===== config.mk =====
export PLATFORM = sky130hd
export DESIGN_NAME = peripheral_irq_enable_bank
export DESIGN_NICKNAME = d
export VERILOG_FILES = /design/src/hw/peripheral_irq_enable_bank.v
export VERILOG_INCLUDE_DIRS = /design/src /design/src/hw
export SDC_FILE = /design/constraint.sdc
export NUM_CORES = 1
export LEC_CHECK = 0
export BUFFER_PORTS_ARGS = -buffer_cell sky130_fd_sc_hd__buf_2
export CAP_MARGIN = 5
export CORE_AREA = 2 2 122 124
export DETAILED_ROUTE_END_ITERATION = 8
export DIE_AREA = 0 0 124 126
export PLACE_DENSITY_LB_ADDON = 0.3
export SLEW_MARGIN = 0
export SYNTH_ARGS = -nofsm -noshare
export SYNTH_HDL_FRONTEND = slang
export SYNTH_SLANG_ARGS = --single-unit

===== constraint.sdc =====
create_clock -name core_clk -period 3.9 [get_ports core_clk]
set_clock_uncertainty 0.2 [all_clocks]
set_input_delay 0.975 -clock core_clk [delete_from_list [all_inputs] [get_ports core_clk]]
set_output_delay 0.975 -clock core_clk [all_outputs]
set_load 0.05 [all_outputs]

===== src/hw/peripheral_irq_enable_bank_regs.vh =====
`ifndef PERIPHERAL_IRQ_ENABLE_BANK_REGS_VH
`define PERIPHERAL_IRQ_ENABLE_BANK_REGS_VH

// register indices, byte address is four times the index
`define IDX_IRQ_CONTROL           10'h00B
`define IDX_CAPTURE_TIMER_FLAGS   10'h08E
`define IDX_PWM_FLAGS             10'h08F
`define IDX_SERIAL_LOGIC_FLAGS    10'h090
`define IDX_COMPARATOR_PORT_FLAGS 10'h091
`define IDX_CAPTURE_TIMER_EN      10'h098
`define IDX_PWM_EN                10'h099
`define IDX_SERIAL_LOGIC_EN       10'h09A
`define IDX_COMPARATOR_PORT_EN    10'h09B
`define IDX_IRQ_STATUS            10'h0A0
`define IDX_IRQ_MASK              10'h0A1

// reset values
`define RST_ENABLES               8'h00
`define RST_CAPTURE_TIMER_EN      7'h00
`define RST_CONTROL               8'h00
`define RST_STATUS                4'h0
`define RST_MASK                  4'h0

// control register fields
`define CTL_GLOBAL_BIT            7
`define CTL_PERIPH_BIT            6

// capture/timer enable fields
`define CAPCOMP_TWO_BIT           6
`define CAPCOMP_ONE_BIT           5
`define TIMER_SIX_BIT             4
`define TIMER_FOUR_BIT            3
`define TIMER_TWO_BIT             2
`define TIMER_THREE_GATE_BIT      1
`define TIMER_THREE_BIT           0

// pwm enable fields: odd bit parameter, even bit period
`define PWM_FOUR_PARAM_BIT        7
`define PWM_FOUR_PERIOD_BIT       6
`define PWM_THREE_PARAM_BIT       5
`define PWM_THREE_PERIOD_BIT      4
`define PWM_TWO_PARAM_BIT         3
`define PWM_TWO_PERIOD_BIT        2
`define PWM_ONE_PARAM_BIT         1
`define PWM_ONE_PERIOD_BIT        0

// serial/logic enable fields
`define UART_ONE_RX_BIT           7
`define UART_ONE_TX_BIT           6
`define LOGIC_CELL_FOUR_BIT       5
`define LOGIC_CELL_THREE_BIT      4
`define LOGIC_CELL_TWO_BIT        3
`define LOGIC_CELL_ONE_BIT        2
`define WAVEFORM_GEN_BIT          1
`define NUM_OSC_BIT               0

// comparator/port enable fields
`define COMPARATOR_TWO_BIT        7
`define COMPARATOR_ONE_BIT        6
`define SYNC_TWO_COLLISION_BIT    5
`define SYNC_TWO_BIT              4
`define SYNC_ONE_COLLISION_BIT    3
`define SYNC_ONE_BIT              2
`define UART_TWO_RX_BIT           1
`define UART_TWO_TX_BIT           0

// status and mask fields, one per enable register
`define STS_CAPTURE_TIMER_BIT     0
`define STS_PWM_BIT               1
`define STS_SERIAL_LOGIC_BIT      2
`define STS_COMPARATOR_PORT_BIT   3

`endif


===== src/hw/peripheral_irq_enable_bank.v =====
// Contract
// - capture units 2/1 gated by bits 6/5
// - timers 6,4,2,3 gated by bits 4,3,2,0
// - timer 3 gate event gated by bit 1
// - pwm register: parameter high, period low bit
// - period enable passes period request
// - parameter enable passes parameter request
// - uart one rx bit 7, tx bit 6
// - bits 5..2 gate logic cells 4..1
// - bit 1 waveform gen, bit 0 oscillator
// - comparators 2/1 gated by bits 7/6
// - sync port two collision bit 5, general 4
// - sync port one collision bit 3, general 2
// - uart two rx bit 1, tx bit 0
// - enable registers read/write, reset to zero
// - flags set regardless of any enable
// - peripheral global enable required for vectoring
// - global enable allows or blocks all vectoring
`timescale 1ns/1ps
`default_nettype none
`include "peripheral_irq_enable_bank_regs.vh"

module peripheral_irq_enable_bank #(
  parameter ADDR_WIDTH = 12
) (
  input  wire                  core_clk,
  input  wire                  rst_n,
  // classic wishbone slave
  input  wire                  cyc_i,
  input  wire                  stb_i,
  input  wire                  we_i,
  input  wire [ADDR_WIDTH-1:0] adr_i,
  input  wire [3:0]            sel_i,
  input  wire [31:0]           dat_i,
  output reg  [31:0]           dat_o,
  output reg                   ack_o,
  // request flags raised by the peripherals
  input  wire [6:0]            captureTimerFlags,
  input  wire [7:0]            pwmFlags,
  input  wire [7:0]            serialLogicFlags,
  input  wire [7:0]            comparatorPortFlags,
  // gated requests toward the interrupt core
  output reg  [6:0]            captureTimerReqs,
  output reg  [7:0]            pwmReqs,
  output reg  [7:0]            serialLogicReqs,
  output reg  [7:0]            comparatorPortReqs,
  output reg                   peripheralReq,
  output reg                   vectorReq,
  output reg                   irq
);

  // enable, control, status and mask state
  reg  [6:0]  captureTimerEnReg;
  reg  [7:0]  pwmEnReg;
  reg  [7:0]  serialLogicEnReg;
  reg  [7:0]  comparatorPortEnReg;
  reg         globalIrqEnReg;
  reg         peripheralIrqGlobalEnReg;
  reg  [3:0]  irqStatusReg;
  reg  [3:0]  irqMaskReg;
  reg  [3:0]  groupReqPrevReg;
  reg  [31:0] datNext;
  reg  [3:0]  irqStatusNext;
  reg  [3:0]  irqMaskNext;

  wire [9:0]  regIndex;
  wire        busReq;
  wire        writeStrobe;
  wire        lane0Write;
  wire        captureTimerEnWrite;
  wire        pwmEnWrite;
  wire        serialLogicEnWrite;
  wire        comparatorPortEnWrite;
  wire        controlWrite;
  wire        maskWrite;
  wire        statusWrite;

  // named enables
  wire capcompTwoIrqEn;
  wire capcompOneIrqEn;
  wire timerSixIrqEn;
  wire timerFourIrqEn;
  wire timerTwoIrqEn;
  wire timerThreeGateIrqEn;
  wire timerThreeIrqEn;
  wire pwmFourParamIrqEn;
  wire pwmFourPeriodIrqEn;
  wire pwmThreeParamIrqEn;
  wire pwmThreePeriodIrqEn;
  wire pwmTwoParamIrqEn;
  wire pwmTwoPeriodIrqEn;
  wire pwmOneParamIrqEn;
  wire pwmOnePeriodIrqEn;
  wire uartOneRxIrqEn;
  wire uartOneTxIrqEn;
  wire logicCellFourIrqEn;
  wire logicCellThreeIrqEn;
  wire logicCellTwoIrqEn;
  wire logicCellOneIrqEn;
  wire waveformGenIrqEn;
  wire numOscIrqEn;
  wire comparatorTwoIrqEn;
  wire comparatorOneIrqEn;
  wire syncPortTwoCollisionIrqEn;
  wire syncPortTwoIrqEn;
  wire syncPortOneCollisionIrqEn;
  wire syncPortOneIrqEn;
  wire uartTwoRxIrqEn;
  wire uartTwoTxIrqEn;

  wire [6:0] captureTimerGate;
  wire [7:0] pwmGate;
  wire [7:0] serialLogicGate;
  wire [7:0] comparatorPortGate;
  wire [3:0] groupReq;
  wire       anyReq;
  wire [3:0] groupRise;

  // bus decode: one aligned word per register
  assign regIndex    = adr_i[11:2];
  assign busReq      = cyc_i & stb_i;
  // write lands on the edge where the master sees ack
  assign writeStrobe = busReq & we_i & ack_o;
  assign lane0Write  = writeStrobe & sel_i[0];
  // one strobe per writable word keeps each register in its own process
  assign captureTimerEnWrite   =
    lane0Write & (regIndex == `IDX_CAPTURE_TIMER_EN);
  assign pwmEnWrite            =
    lane0Write & (regIndex == `IDX_PWM_EN);
  assign serialLogicEnWrite    =
    lane0Write & (regIndex == `IDX_SERIAL_LOGIC_EN);
  assign comparatorPortEnWrite =
    lane0Write & (regIndex == `IDX_COMPARATOR_PORT_EN);
  assign controlWrite          =
    lane0Write & (regIndex == `IDX_IRQ_CONTROL);
  assign maskWrite             =
    lane0Write & (regIndex == `IDX_IRQ_MASK);
  assign statusWrite           =
    lane0Write & (regIndex == `IDX_IRQ_STATUS);

  assign capcompTwoIrqEn     = captureTimerEnReg[`CAPCOMP_TWO_BIT];
  assign capcompOneIrqEn     = captureTimerEnReg[`CAPCOMP_ONE_BIT];
  assign timerSixIrqEn       = captureTimerEnReg[`TIMER_SIX_BIT];
  assign timerFourIrqEn      = captureTimerEnReg[`TIMER_FOUR_BIT];
  assign timerTwoIrqEn       = captureTimerEnReg[`TIMER_TWO_BIT];
  assign timerThreeIrqEn     = captureTimerEnReg[`TIMER_THREE_BIT];
  assign timerThreeGateIrqEn = captureTimerEnReg[`TIMER_THREE_GATE_BIT];

  assign pwmFourParamIrqEn   = pwmEnReg[`PWM_FOUR_PARAM_BIT];
  assign pwmThreeParamIrqEn  = pwmEnReg[`PWM_THREE_PARAM_BIT];
  assign pwmTwoParamIrqEn    = pwmEnReg[`PWM_TWO_PARAM_BIT];
  assign pwmOneParamIrqEn    = pwmEnReg[`PWM_ONE_PARAM_BIT];
  assign pwmFourPeriodIrqEn  = pwmEnReg[`PWM_FOUR_PERIOD_BIT];
  assign pwmThreePeriodIrqEn = pwmEnReg[`PWM_THREE_PERIOD_BIT];
  assign pwmTwoPeriodIrqEn   = pwmEnReg[`PWM_TWO_PERIOD_BIT];
  assign pwmOnePeriodIrqEn   = pwmEnReg[`PWM_ONE_PERIOD_BIT];

  assign uartOneRxIrqEn      = serialLogicEnReg[`UART_ONE_RX_BIT];
  assign uartOneTxIrqEn      = serialLogicEnReg[`UART_ONE_TX_BIT];
  assign logicCellFourIrqEn  = serialLogicEnReg[`LOGIC_CELL_FOUR_BIT];
  assign logicCellThreeIrqEn = serialLogicEnReg[`LOGIC_CELL_THREE_BIT];
  assign logicCellTwoIrqEn   = serialLogicEnReg[`LOGIC_CELL_TWO_BIT];
  assign logicCellOneIrqEn   = serialLogicEnReg[`LOGIC_CELL_ONE_BIT];
  assign waveformGenIrqEn    = serialLogicEnReg[`WAVEFORM_GEN_BIT];
  assign numOscIrqEn         = serialLogicEnReg[`NUM_OSC_BIT];

  assign comparatorTwoIrqEn  = comparatorPortEnReg[`COMPARATOR_TWO_BIT];
  assign comparatorOneIrqEn  = comparatorPortEnReg[`COMPARATOR_ONE_BIT];
  assign syncPortTwoCollisionIrqEn =
    comparatorPortEnReg[`SYNC_TWO_COLLISION_BIT];
  assign syncPortTwoIrqEn    = comparatorPortEnReg[`SYNC_TWO_BIT];
  assign syncPortOneCollisionIrqEn =
    comparatorPortEnReg[`SYNC_ONE_COLLISION_BIT];
  assign syncPortOneIrqEn    = comparatorPortEnReg[`SYNC_ONE_BIT];
  assign uartTwoRxIrqEn      = comparatorPortEnReg[`UART_TWO_RX_BIT];
  assign uartTwoTxIrqEn      = comparatorPortEnReg[`UART_TWO_TX_BIT];

  assign captureTimerGate = captureTimerFlags & {
    capcompTwoIrqEn, capcompOneIrqEn, timerSixIrqEn, timerFourIrqEn,
    timerTwoIrqEn, timerThreeGateIrqEn, timerThreeIrqEn};
  assign pwmGate = pwmFlags & {
    pwmFourParamIrqEn, pwmFourPeriodIrqEn,
    pwmThreeParamIrqEn, pwmThreePeriodIrqEn,
    pwmTwoParamIrqEn, pwmTwoPeriodIrqEn,
    pwmOneParamIrqEn, pwmOnePeriodIrqEn};
  assign serialLogicGate = serialLogicFlags & {
    uartOneRxIrqEn, uartOneTxIrqEn, logicCellFourIrqEn,
    logicCellThreeIrqEn, logicCellTwoIrqEn, logicCellOneIrqEn,
    waveformGenIrqEn, numOscIrqEn};
  assign comparatorPortGate = comparatorPortFlags & {
    comparatorTwoIrqEn, comparatorOneIrqEn,
    syncPortTwoCollisionIrqEn, syncPortTwoIrqEn,
    syncPortOneCollisionIrqEn, syncPortOneIrqEn,
    uartTwoRxIrqEn, uartTwoTxIrqEn};

  // one request per register, then one overall
  assign groupReq[`STS_CAPTURE_TIMER_BIT]   = |captureTimerGate;
  assign groupReq[`STS_PWM_BIT]             = |pwmGate;
  assign groupReq[`STS_SERIAL_LOGIC_BIT]    = |serialLogicGate;
  assign groupReq[`STS_COMPARATOR_PORT_BIT] = |comparatorPortGate;
  assign anyReq    = |groupReq;
  // a group going from no gated request to any is the status event
  assign groupRise = groupReq & ~groupReqPrevReg;

  // read mux, unmapped words read as zero
  always @* begin
    datNext = 32'h0000_0000;
    case (regIndex)
      `IDX_IRQ_CONTROL: begin
        datNext[`CTL_GLOBAL_BIT] = globalIrqEnReg;
        datNext[`CTL_PERIPH_BIT] = peripheralIrqGlobalEnReg;
      end
      `IDX_CAPTURE_TIMER_FLAGS:   datNext[6:0] = captureTimerFlags;
      `IDX_PWM_FLAGS:             datNext[7:0] = pwmFlags;
      `IDX_SERIAL_LOGIC_FLAGS:    datNext[7:0] = serialLogicFlags;
      `IDX_COMPARATOR_PORT_FLAGS: datNext[7:0] = comparatorPortFlags;
      `IDX_CAPTURE_TIMER_EN:      datNext[6:0] = captureTimerEnReg;
      `IDX_PWM_EN:                datNext[7:0] = pwmEnReg;
      `IDX_SERIAL_LOGIC_EN:       datNext[7:0] = serialLogicEnReg;
      `IDX_COMPARATOR_PORT_EN:    datNext[7:0] = comparatorPortEnReg;
      `IDX_IRQ_STATUS:            datNext[3:0] = irqStatusReg;
      `IDX_IRQ_MASK:              datNext[3:0] = irqMaskReg;
      default:                    datNext = 32'h0000_0000;
    endcase
  end

  // bus handshake: ack one cycle after the request, dropped after
  always @(posedge core_clk or negedge rst_n) begin
    if (!rst_n) begin
      ack_o <= 1'b0;
      dat_o <= 32'h0000_0000;
    end else begin
      ack_o <= busReq & ~ack_o;
      dat_o <= (busReq & ~we_i & ~ack_o) ? datNext : 32'h0000_0000;
    end
  end

  // software writable enables, cleared by reset
  // capture/timer word, bit 7 not implemented
  always @(posedge core_clk or negedge rst_n) begin
    if (!rst_n) begin
      captureTimerEnReg <= `RST_CAPTURE_TIMER_EN;
    end else if (captureTimerEnWrite) begin
      captureTimerEnReg <= dat_i[6:0];
    end
  end

  // pwm word, parameter and period pairs
  always @(posedge core_clk or negedge rst_n) begin
    if (!rst_n) begin
      pwmEnReg <= `RST_ENABLES;
    end else if (pwmEnWrite) begin
      pwmEnReg <= dat_i[7:0];
    end
  end

  always @(posedge core_clk or negedge rst_n) begin
    if (!rst_n) begin
      serialLogicEnReg <= `RST_ENABLES;
    end else if (serialLogicEnWrite) begin
      serialLogicEnReg <= dat_i[7:0];
    end
  end

  always @(posedge core_clk or negedge rst_n) begin
    if (!rst_n) begin
      comparatorPortEnReg <= `RST_ENABLES;
    end else if (comparatorPortEnWrite) begin
      comparatorPortEnReg <= dat_i[7:0];
    end
  end

  always @(posedge core_clk or negedge rst_n) begin
    if (!rst_n) begin
      globalIrqEnReg           <= 1'b0;
      peripheralIrqGlobalEnReg <= 1'b0;
    end else if (controlWrite) begin
      globalIrqEnReg           <= dat_i[`CTL_GLOBAL_BIT];
      peripheralIrqGlobalEnReg <= dat_i[`CTL_PERIPH_BIT];
    end
  end

  // mask as it stands after this edge, so irq sees a new mask at once
  always @* begin
    irqMaskNext = irqMaskReg;
    if (maskWrite) begin
      irqMaskNext = dat_i[3:0];
    end
  end

  // event mask register
  always @(posedge core_clk or negedge rst_n) begin
    if (!rst_n) begin
      irqMaskReg <= `RST_MASK;
    end else begin
      irqMaskReg <= irqMaskNext;
    end
  end

  // sticky status, write one to clear; a fresh event beats the clear
  always @* begin
    irqStatusNext = irqStatusReg;
    if (statusWrite) begin
      irqStatusNext = irqStatusReg & ~dat_i[3:0];
    end
    irqStatusNext = irqStatusNext | groupRise;
  end

  // status register
  always @(posedge core_clk or negedge rst_n) begin
    if (!rst_n) begin
      irqStatusReg <= `RST_STATUS;
    end else begin
      irqStatusReg <= irqStatusNext;
    end
  end

  // last cycle's group requests, for the rising-edge event
  always @(posedge core_clk or negedge rst_n) begin
    if (!rst_n) begin
      groupReqPrevReg <= 4'h0;
    end else begin
      groupReqPrevReg <= groupReq;
    end
  end

  // registered outputs toward the interrupt core
  always @(posedge core_clk or negedge rst_n) begin
    if (!rst_n) begin
      captureTimerReqs   <= 7'h00;
      pwmReqs            <= 8'h00;
      serialLogicReqs    <= 8'h00;
      comparatorPortReqs <= 8'h00;
      peripheralReq      <= 1'b0;
      vectorReq          <= 1'b0;
      irq                <= 1'b0;
    end else begin
      captureTimerReqs   <= captureTimerGate;
      pwmReqs            <= pwmGate;
      serialLogicReqs    <= serialLogicGate;
      comparatorPortReqs <= comparatorPortGate;
      peripheralReq      <= anyReq;
      vectorReq <= anyReq & peripheralIrqGlobalEnReg & globalIrqEnReg;
      // level output: status under mask, as both stand after the edge
      irq       <= |(irqStatusNext & irqMaskNext);
    end
  end

endmodule // peripheral_irq_enable_bank
`default_nettype wire


==> results_tabular.tex <==
\begin{tabular}{lr}
\hline
Metric & Value \\
\hline
\multicolumn{2}{l}{\textbf{Status}} \\
\quad Result of the run & complete, no violations \\
\multicolumn{2}{l}{\textbf{Finish}} \\
\quad Number of antenna cells inserted & 0 \\
\quad Filler cell count & 1,498 \\
\quad Most frequent standard cell in the layout excluding fill and tap cells & sky130\_fd\_sc\_hd\_\_buf\_2 \\
\quad Most frequent cells in the layout & 96 x sky130\_fd\_sc\_hd\_\_buf\_2, 88 x sky130\_fd\_sc\_hd\_\_dfrtp\_1, 35 x sky130\_fd\_sc\_hd\_\_mux2\_2 \\
\quad Fin nets & 534 \\
\quad Synth-to-Final Area Change & 20.5\% \\
\quad Fraction of final layout cells with drive strength greater than 1 & 0.371 \\
\multicolumn{2}{l}{\textbf{Timing}} \\
\quad F\_max & 353 MHz \\
\quad Final Hold Vio Count & 0 \\
\quad Setup-violating endpoint count in the final report & 0 \\
\quad Actual transition at the worst max-transition pin & 1.11 ns \\
\quad Min Clock Period, post-route & 2.84 ns \\
\quad RSZ-0062 raised after global routing & no \\
\quad Final clock period utilization by the worst path & 0.727 \\
\quad Fin. max-slew vios & 0 \\
\quad Final sum of negative setup slack & 0 ns \\
\quad Max transition margin & 0.263 \\
\multicolumn{2}{l}{\textbf{Global route}} \\
\quad Global-route met1 utilization & 0.210 \\
\quad Antenna violations before repair & 0 \\
\quad Global-route layer with the greatest usage & met2 \\
\quad Total gr overflow & 0 \\
\quad Wire length of the first global-routing pass & 17.5 mm \\
\quad Pin count of the biggest net entering global routing & 89 \\
\quad Met3 track demand over resource in global routing & 0.0389 \\
\quad Number of global-route vias before repair & 3,051 \\
\quad Met2 Resource Use GR & 0.242 \\
\quad Total track usage & 0.156 \\
\multicolumn{2}{l}{\textbf{Clock network}} \\
\quad Buffer cell driving the clock tree root & sky130\_fd\_sc\_hd\_\_clkbuf\_16 \\
\quad CTS hold repair buffers & 0 \\
\quad Clock Pin Slew Worst Setup and Hold Paths & 0.06 ns \\
\quad \# clock sinks & 88 \\
\quad Number of buffers on the longest clock path & 2 \\
\quad Number of instances resized during post-cts repair & 0 \\
\quad H-tree depth & 3 \\
\quad Number of clock buffers inserted by TritonCTS & 9 \\
\quad Clock Latency Late Sink & 0.35 ns \\
\quad CTS tree & done \\
\quad Count of buffers added by post-CTS timing repair for setup & 0 \\
\multicolumn{2}{l}{\textbf{Pwr}} \\
\quad Static power due to leakage & 2.71 nW \\
\quad Internal Pwr Total & 1.39 mW \\
\quad Clk pwr share & 0.427 \\
\quad Worst-case vdd ir drop & 0.000192 V \\
\quad Pwr per Cell Area & 373 mW/mm² \\
\quad Part of the total power dissipated in sequential elements & 0.486 \\
\quad Total chip power & 1.89 mW \\
\quad Combinational Power Share & 0.086 \\
\quad Switching share of power & 0.263 \\
\quad Switch Pwr & 0.497 mW \\
\multicolumn{2}{l}{\textbf{Routing}} \\
\quad Count of antenna-violating nets left after detailed routing & 0 \\
\quad Number of detailed-routing iterations run before antenna repair & 4 \\
\quad DRC & 0 \\
\quad DRT iter0 DRCs & 265 \\
\quad Overall routed net length & 12.1 mm \\
\quad Post-detailed-route via-to-cell ratio & 4.97 \\
\quad Via Count & around 3,200 \\
\quad Average wire per standard cell & 18.9 µm \\
\multicolumn{2}{l}{\textbf{Logic synthesis}} \\
\quad Register area share after synthesis & 0.525 \\
\quad Post-synthesis share of cell area spent on and, or, nand and nor gates & 0.166 \\
\quad Share of flip-flops with an asynchronous set or reset & 1.00 \\
\quad Flip-flop cell with the highest count after synthesis & sky130\_fd\_sc\_hd\_\_dfrtp\_1 \\
\quad Total of flip-flops plus latches after synthesis & 88 \\
\quad Post-synthesis cell count & about 350 \\
\quad Post-synth cell types & 58 \\
\quad Count of synthesis-stage warnings from yosys & 0 \\
\quad Syn avg cell area & roughly 12 µm² \\
\quad Synthesized-area fraction occupied by ao, oa, aoi and oai cells & 0.103 \\
\quad Number of synthesized flops with an enable pin & 0 \\
\quad Leading cell types by total area after synthesis & sky130\_fd\_sc\_hd\_\_dfrtp\_1 53\%, sky130\_fd\_sc\_hd\_\_mux2\_2 9.4\%, sky130\_fd\_sc\_hd\_\_buf\_4 4.3\% \\
\quad Multiplexer share of the synthesized area & 0.137 \\
\quad Combinational family with the most area after synthesis & simple AND/OR/NAND/NOR gates \\
\quad Adder and majority gate portion of the synthesized area & 0 \\
\quad Cell taking the most area after synthesis & sky130\_fd\_sc\_hd\_\_dfrtp\_1 \\
\quad Area share of the leading cell type in the synthesized netlist & 0.525 \\
\quad Xor/xnor share of the synthesized area & 0 \\
\quad Cell area after synthesis & 0.00419 mm² \\
\multicolumn{2}{l}{\textbf{Setup path}} \\
\quad Data arrival time of the worst path & 2.86 ns \\
\quad Slowest stage cell on the critical path & sky130\_fd\_sc\_hd\_\_nor2\_1 \\
\quad Gate family responsible for the most delay along the worst path & simple AND/OR/NAND/NOR gates \\
\quad Crit end category & flop \\
\quad Buffers \& Inverters on Critical Path & 2 \\
\quad Data required time of the worst path & just under 4 ns \\
\quad Highest cell delay on the worst timing path & 0.40 ns \\
\quad Maximum fanout along the worst path & 17 \\
\quad Critical path class & primary input to flop \\
\quad Category of the worst setup path launch point & primary input \\
\quad List of cells traversed by the critical path & buf\_2, buf\_4, nor2\_1, and2\_1, a22o\_1, a22oi\_1, a211oi\_1 \\
\multicolumn{2}{l}{\textbf{Flow run}} \\
\quad Max Cap Violations & 0 \\
\multicolumn{2}{l}{\textbf{Place}} \\
\quad Port Buffer Count & 97 \\
\quad Global placement routability congestion & 0.859 \\
\quad HPWL after detailed placement & 9.37 mm \\
\multicolumn{2}{l}{\textbf{Floorplan}} \\
\quad DIE HEIGHT & between 100 and 150 µm \\
\quad IO Count & approximately 150 \\
\quad Starting Density & 0.293 \\
\quad Standard cell core area & 0.0143 mm² \\
\quad Number of placement rows & 44 \\
\quad Die outline width & 124 µm \\
\quad Area of the die & 0.0156 mm² \\
\multicolumn{2}{l}{\textbf{Worst hold path}} \\
\quad Type of the most critical hold path & flop to flop \\
\hline
\end{tabular}
## worst paths after layout
check | from | end | slack, ns | cells past startpoint
hold / removal | ack_o | ack_o | 0.26 | 1
setup reg to reg | comparatorPortEnReg[4] | irq | 1.66 | 5
setup / recovery | adr_i[2] | dat_o[5] | 1.06 | 7
hold reg to reg | ack_o | ack_o | 0.26 | 1
min in group asynchronous | rst_n | pwmReqs[7] | 0.62 | 1
max in group asynchronous | rst_n | serialLogicReqs[2] | 2.14 | 1
## metal layers
layer | wire [µm] | vias up | part of all wire
li1 | - | 1437 | -
met5 | 0 | - | 0
met3 | 787 | 18 | 0.065
met1 | 5260 | 1591 | 0.43
met2 | 5800 | 132 | 0.48
met4 | 248 | 0 | 0.021
## Yosys cell counts (all sizes together) (2+ instances only)
cell type	n
inv	13
nand3	9
a221oi	6
nor2	12
mux2	36
a32oi	3
nand4	3
and4bb	3
and2	30
clkbuf	5
a21boi	3
nand2	19
mux2i	10
buf	32
a21oi	7
a31oi	3
nor2b	3
and3	11
nor4	3
a22o	5
a222oi	2
dfrtp	88
a22oi	9
and4	5
or2	4
nor4b	2
o21ai	5
mux4	3
o2bb2ai	4
## flip-flops by register name (all words and copies together) (netlist names), 7 cells and up
signal and flops:
serialLogicReqs 8, pwmReqs 8, pwmEnReg 8, comparatorPortReqs 8, captureTimerEnReg 7, serialLogicEnReg 8, captureTimerReqs 7, dat_o 8
comparatorPortEnReg 8
## logic make-up after synthesis
kind of cell | Yosys count
and+or+nand+nor | 109
DFF | 88
AOI/OAI and AO/OA | 57
buffers and inverters | 50
muxes | 49
other | 1
## cell type report
class / instances / area, µm² / share of cell area
sequential: 88 / 2200 / 0.436
multi-input combinational: 239 / 1790 / 0.354
timing repair buffer: 99 / 503 / 0.0996
tap: 184 / 230 / 0.0456
clock buffer: 9 / 225 / 0.0446
clock inverter: 7 / 53.8 / 0.0106
inverter: 13 / 48.8 / 0.00966
## stage by stage
step | setup WS (ns) | cells | hold slack (ns) | area (µm²) | util
after floorplan | 1.33 | 377 | 0.259 | 4280 | -
after global placement | 0.756 | 623 | 0.242 | 4770 | 0.333
after detailed placement | 0.723 | 623 | 0.246 | 4770 | 0.333
after CTS | 1.08 | 639 | 0.255 | 5050 | 0.353
after global routing | 0.963 | 639 | 0.286 | 5050 | 0.353
final | 1.06 | 639 | 0.256 | 5050 | 0.353
## power by group through the flow
stage	clock network [mW]	logic (mW)	registers, mW
final	0.806	0.163	0.918
after floorplan	0	0.101	0.937
after global placement	0	0.161	0.935
after detailed placement	0	0.164	0.935
after CTS	0.830	0.164	0.917
after global routing	0.868	0.174	0.917
Power figures use the tool's default switching activity.
